### config.mk
export PLATFORM = sky130hd
export DESIGN_NAME = spc_lane_parity
export DESIGN_NICKNAME = d
export VERILOG_FILES = /design/src/rtl/spc_lane_parity.sv
export VERILOG_INCLUDE_DIRS = /design/src /design/src/rtl
export SDC_FILE = /design/constraint.sdc
export NUM_CORES = 1
export LEC_CHECK = 0
export ABC_AREA = 1
export ABC_CLOCK_PERIOD_IN_PS = 800
export BUFFER_PORTS_ARGS = -buffer_cell sky130_fd_sc_hd__buf_2
export CELL_PAD_IN_SITES_DETAIL_PLACEMENT = 0
export CELL_PAD_IN_SITES_GLOBAL_PLACEMENT = 1
export CORE_ASPECT_RATIO = 1.1
export CORE_UTILIZATION = 27
export DETAILED_ROUTE_END_ITERATION = 12
export PLACE_DENSITY_LB_ADDON = 0.25
export RECOVER_POWER = 50
export SETUP_SLACK_MARGIN = 0.05
export SLEW_MARGIN = 0
export SYNTH_ARGS = -nofsm -noshare
export SYNTH_HDL_FRONTEND = slang
export SYNTH_SLANG_ARGS = --single-unit
### constraint.sdc
create_clock -name vclk -period 0.8
set_input_delay 0.16 -clock vclk [all_inputs]
set_output_delay 0.16 -clock vclk [all_outputs]
set_load 0.01 [all_outputs]
### src/rtl/spc_consts.svh
// constants for the system interface parity checker
`ifndef SPC_CONSTS_SVH
`define SPC_CONSTS_SVH
`define SPC_DATA_W 64
`define SPC_LANES 8
`define SPC_LANE_W 8
`define SPC_WORDS 2
`define SPC_LANES_PER_WORD 4
`define SPC_CMD_W 9
`define SPC_CMD_NOCHECK 4
`define SPC_CMD_BAD_DATA 5
`define SPC_CMD_NOT_RESP 6
`define SPC_CMD_LAST 7
`endif

### src/rtl/spc_lane_parity.sv
// per byte lane even parity of a doubleword
`timescale 1ns/10ps
`default_nettype none
`include "spc_consts.svh"
module spc_lane_parity (
	input wire logic [`SPC_DATA_W-1:0] data,
	output logic [`SPC_LANES-1:0] lanePar
);
	genvar i;
	generate
		for (i = 0; i < `SPC_LANES; i = i + 1) begin : gLane
			assign lanePar[i] = ^data[i*`SPC_LANE_W +: `SPC_LANE_W];
		end
	endgenerate
endmodule : spc_lane_parity
`default_nettype wire

==> impl_metrics.csv, run 1 <==
group,metric,value,unit
sta,final_max_slew_viol_count,0,
layout,diodes,0,
synth,syn_inst,376,
sta,post-route-period-util,1.173,
floorplanning,core_area,5034,µm²
drt,drc_errors,6,
sta,fmax,1066,MHz
setup_path,end_kind,"output pin",
clocking,cts_setup_buffers,0,
layout,fin_nets,514,
run_status,violations,"design-rule violations, negative setup slack",
layout,finalNonFillerCells,506,
layout,seq_cell_count,0,
sta,setup_tns,-0.9355,ns
setup_path,cp.required,0.64,ns
layout,clkbuf_count,0,
sta,relSlewSlack,0.9474,
floorplanning,fp.dieW,70.94,µm
synth,yosys.area.top_type_share,0.8298,
floorplanning,std_cell_rows,27,
hold_path,min_path_cells,8,
drt,finalWirelength,3.729,mm
sta,setup_viol,8,
floorplanning,initial_core_util,0.2804,
synth,synth_area_leaders,"nand2_1, inv_1",
setup_path,arrival,0.78,ns
layout,final_core_util,0.5133,
global_routing,grt_overflow,0,
sta,fin_ws,-0.1383,ns
floorplanning,fp.dieH,77.83,µm
flow_run,cap_viol_max_count,0,
global_routing,grt_antenna_before_repair,0,
global_routing,grt_usage,0.1190,
layout,fill_cells,560,
floorplanning,dieArea,5521,µm²
placement,place_inst,506,
placement,dp_hpwl,3.031,mm
synth,yosys_warnings,0,
drt,viasPerCell,4.283,
synth,synth.distinct_cells,2,
placement,dp_slack,-0.1896,ns
sta,hold_slack,0.7998,ns
power,p_per_area,539.9,nW/µm²
placement,numPortBuffers,72,
global_routing,grt_pass1_vias,1697,
layout,drive_above_1_share,0.5000,
drt,drt-pass1-iter-count,10,
sta,tightest_slew,0.07871,ns
global_routing,grt_max_degree,4,
run_status,status,"finished, violations left",
setup_path,path_max_fanout,3,
sta,rsz0062_at_grt,"yes",
hold_path,hold_start,"data[30]",
setup_path,startpoint_type,"primary input",
synth,syn_area,1411,µm²
sta,fin_crit,0.9383,ns
synth,synth_area_leader_cell,"nand2_1",
hold_path,min_path_type,"primary input to output pin",
layout,register_area,0,µm²
drt,num_vias,2167,
synth,synth_nets,440,
drt,post_drt_wl_per_cell,7.370,µm
power,p_leak,1.639,nW
sta,hold_viol_final,0,
global_routing,grt_pass1_wl,5.892,mm
floorplanning,ios,72,
clocking,holdBufCountCts,0,
power,ir_drop,0.2185,mV
drt,drt_iter0_markers,30,
synth,syn_area_per_cell,3.754,µm²
setup_path,path_class,"primary input to output pin",
setup_path,crit_start,"data[6]",
synth,ys_seq_area_frac,0,
layout,area_growth,83.07,%
drt,antenna_left,0,
placement,place_congestion,0.6478,
synth_stat cells:
cell,instances
inv_1,64
nand2_1,312
cells in the final DEF (no fill, tap or decap), drive strengths merged:
cell type  count
nand2        312
inv           64
buf           72
stage by stage:
| step | total power [W] | cell area [µm²] |
|---|---|---|
| 5_1_grt | 0.001570 | 2584 |
| 3_5_place_dp | 0.0009499 | 1844 |
| 3_3_place_gp | 0.0009310 | 1844 |
| 4_1_cts | 0.001193 | 2247 |
| 2_1_floorplan | 0.0005914 | 1411 |
| 6_report | 0.001395 | 2584 |
cell families after synthesis:
group / share of synthesized area
buffers and inverters: 0.1702
and+or+nand+nor: 0.8298
per-layer routing:
metal,routed length (µm),track usage
met1,1428,0.1335
met4,0,0
met2,2080,0.2442
met5,0,0
met3,220,0.01818
power breakdown:
group          internal [W]  switching [W]
registers                 0              0
clock network             0              0
logic              0.000689       0.000706
total              0.000689       0.000706
layout make-up:
type,count,area [µm²],share of cell area
multi-input combinational,312,1391,0.5385
timing repair buffer,72,802.0,0.3104
inverter,64,317.8,0.1230
tap,58,72.57,0.02809
critical path: stages:
cell and delay (ns):
buf_8 0.10, inv_4 0.04, nand2_2 0.04, nand2_1 0.08, nand2_1 0.05, nand2_1 0.06
nand2_1 0.05, nand2_1 0.06, buf_2 0.13
timing repair:
item,in CTS,in global routing
gates resized for setup,130,129
pin swaps,125,121
setup endpoints to repair,8,8
path summary, 6_finish.rpt:
check,end,slack (ns)
setup / recovery,lanePar[0],-0.14
hold / removal,lanePar[3],0.80
No activity file was read; power rests on OpenSTA's default activity.
==> run 2, diff against run 1 <==
Settings changed: ABC_AREA 1 to default, CORE_UTILIZATION 27 to 19.
==> impl_metrics.csv, run 2 <==
group,metric,value,unit
synth,synth_area_leader_cell,"xnor2_1",
run_status,status,"finished, violations left",
setup_path,crit_family,"XOR/XNOR gates",
sta,fin_crit,1.040,ns
power,p_leak,0.5977,nW
sta,post-route-period-util,1.300,
synth,post-synth-top-count-cell,"xnor2_1",
sta,fin_ws,-0.2397,ns
setup_path,path_class,"primary input to output pin",
placement,dp_hpwl,1.057,mm
power,ir_drop,0.5247,mV
drt,post_drt_wl_per_cell,8.842,µm
setup_path,startpoint_type,"primary input",
synth,synth_commonest_cells,"xnor2_1, xor2_1",
flow_run,cap_viol_max_count,0,
hold_path,min_path_type,"primary input to output pin",
sta,hold_viol_final,0,
sta,setup_tns,-1.822,ns
global_routing,grt_overflow,0,
setup_path,end_kind,"output pin",
layout,register_area,0,µm²
floorplanning,fp.dieW,50.45,µm
sta,tightest_slew,0.1800,ns
layout,seq_cell_count,0,
synth,syn_inst,56,
synth,yosys_warnings,0,
floorplanning,initial_core_util,0.2094,
synth,synth_nets,120,
synth,syn_area,490.5,µm²
setup_path,path_buf_inv,2,
drt,viasPerCell,3.892,
sta,relSlewSlack,0.8791,
layout,diodes,0,
hold_path,min_path_cells,5,
setup_path,arrival,0.88,ns
setup_path,cp.required,0.64,ns
global_routing,grt_usage,0.08776,
layout,area_growth,154.3,%
clocking,holdBufCountCts,0,
setup_path,critPathMostFrequentCell,"xnor2_1",
drt,drt_iter0_markers,1,
drt,num_vias,615,
drt,route.met3.wl,139,µm
drt,antenna_left,0,
setup_path,cp_slowest_cell,"xnor2_1",
layout,layout_commonest_cell,"buf_2",
setup_path,path_max_fanout,1,
layout,drive_above_1_share,0.7344,
sta,final_max_slew_viol_count,0,
floorplanning,std_cell_rows,18,
drt,finalWirelength,1.397,mm
drt,routed-wl-met2,892,µm
global_routing,grt_max_degree,2,
drt,drt-pass1-iter-count,2,
sta,setup_viol,8,
global_routing,grt_antenna_before_repair,0,
global_routing,grt_pass1_wl,2.021,mm
hold_path,hold_start,"data[62]",
layout,clkbuf_count,0,
setup_path,critical_path.cell_chain,"buf_6 -> xor2_1 -> xnor2_1 -> xnor2_1 -> buf_2",
placement,placed_area,888.4,µm²
synth,syn_area_per_cell,8.758,µm²
floorplanning,dieArea,2789,µm²
layout,fin_nets,194,
hold_path,hold_path_end,"lanePar[7]",
floorplanning,ios,72,
global_routing,grt_pass1_vias,574,
power,p_per_area,893.7,nW/µm²
sta,rsz0062_at_grt,"yes",
placement,numPortBuffers,72,
clocking,cts_setup_buffers,0,
sta,fmax,961.8,MHz
drt,highest_layer,"met3",
drt,drc_errors,0,
synth,yosys.area.top_type_share,0.8571,
drt,routedLengthMet1,365,µm
synth,synth_area_leaders,"xnor2_1, xor2_1",
floorplanning,fp.dieH,55.29,µm
layout,mostFrequentLayoutCells,"buf_2, buf_6, xnor2_1",
synth,ys_seq_area_frac,0,
floorplanning,core_area,2342,µm²
setup_path,slowest_delay,0.18,ns
placement,place_congestion,0.6575,
run_status,violations,"negative setup slack",
sta,hold_slack,0.8015,ns
synth,synth.distinct_cells,2,
layout,final_cell_area,1247,µm²
run 2: cell count changes in the layout (fill, tap and decap cells not counted), sizes merged:
| cell | delta |
|---|---|
| nand2 | -312 |
| xor2 | +8 |
| inv | -64 |
| xnor2 | +48 |
run 2: per-stage QoR:
stage	std cells	power, W	util	setup WS, ns
after detailed placement	158	0.0009167	0.3793	-0.2639
final	158	0.001115	0.5326	-0.2397
after global routing	158	0.001198	0.5326	-0.3007
after global placement	158	0.0009070	0.3793	-0.2556
after floorplan	56	0.0005537	-	-0.03665
after CTS	158	0.001044	0.4754	-0.2615
run 2: cells by family (layout without fill, tap and decap cells):
group | after synthesis | count (layout) | synth area share
buffers and inverters | 0 | 72 | 0
XOR/XNOR | 56 | 56 | 1.000
run 2: area by class of cell:
type                       count  area [µm²]
fill                         217        1095
multi-input combinational     56       655.6
tap                           30       37.54
timing repair buffer          72       554.3
run 2: power by group:
group | leakage [nW] | internal, W | switching [W]
Clock | 0 | 0 | 0
Sequential | 0 | 0 | 0
Combinational | 0.598 | 0.000679 | 0.000436
run 2: routing by layer:
layer	up-vias	GRT usage
li1	310	-
met2	45	0.2152
met5	-	0
met3	0	0.008264
met4	0	0
met1	260	0.06822
run 2: worst max path at each step:
stage             start    endpoint  cells past startpoint
4_1_cts        data[29]  lanePar[3]                      5
5_1_grt        data[15]  lanePar[1]                      5
3_5_place_dp   data[31]  lanePar[3]                      5
2_1_floorplan   data[3]  lanePar[0]                      3
3_3_place_gp   data[43]  lanePar[5]                      5
6_report       data[15]  lanePar[1]                      5
run 2: timing repair:
item	CTS	global route
pin swaps	19	20
resized for setup	33	20
endpoints found under the setup margin	8	8
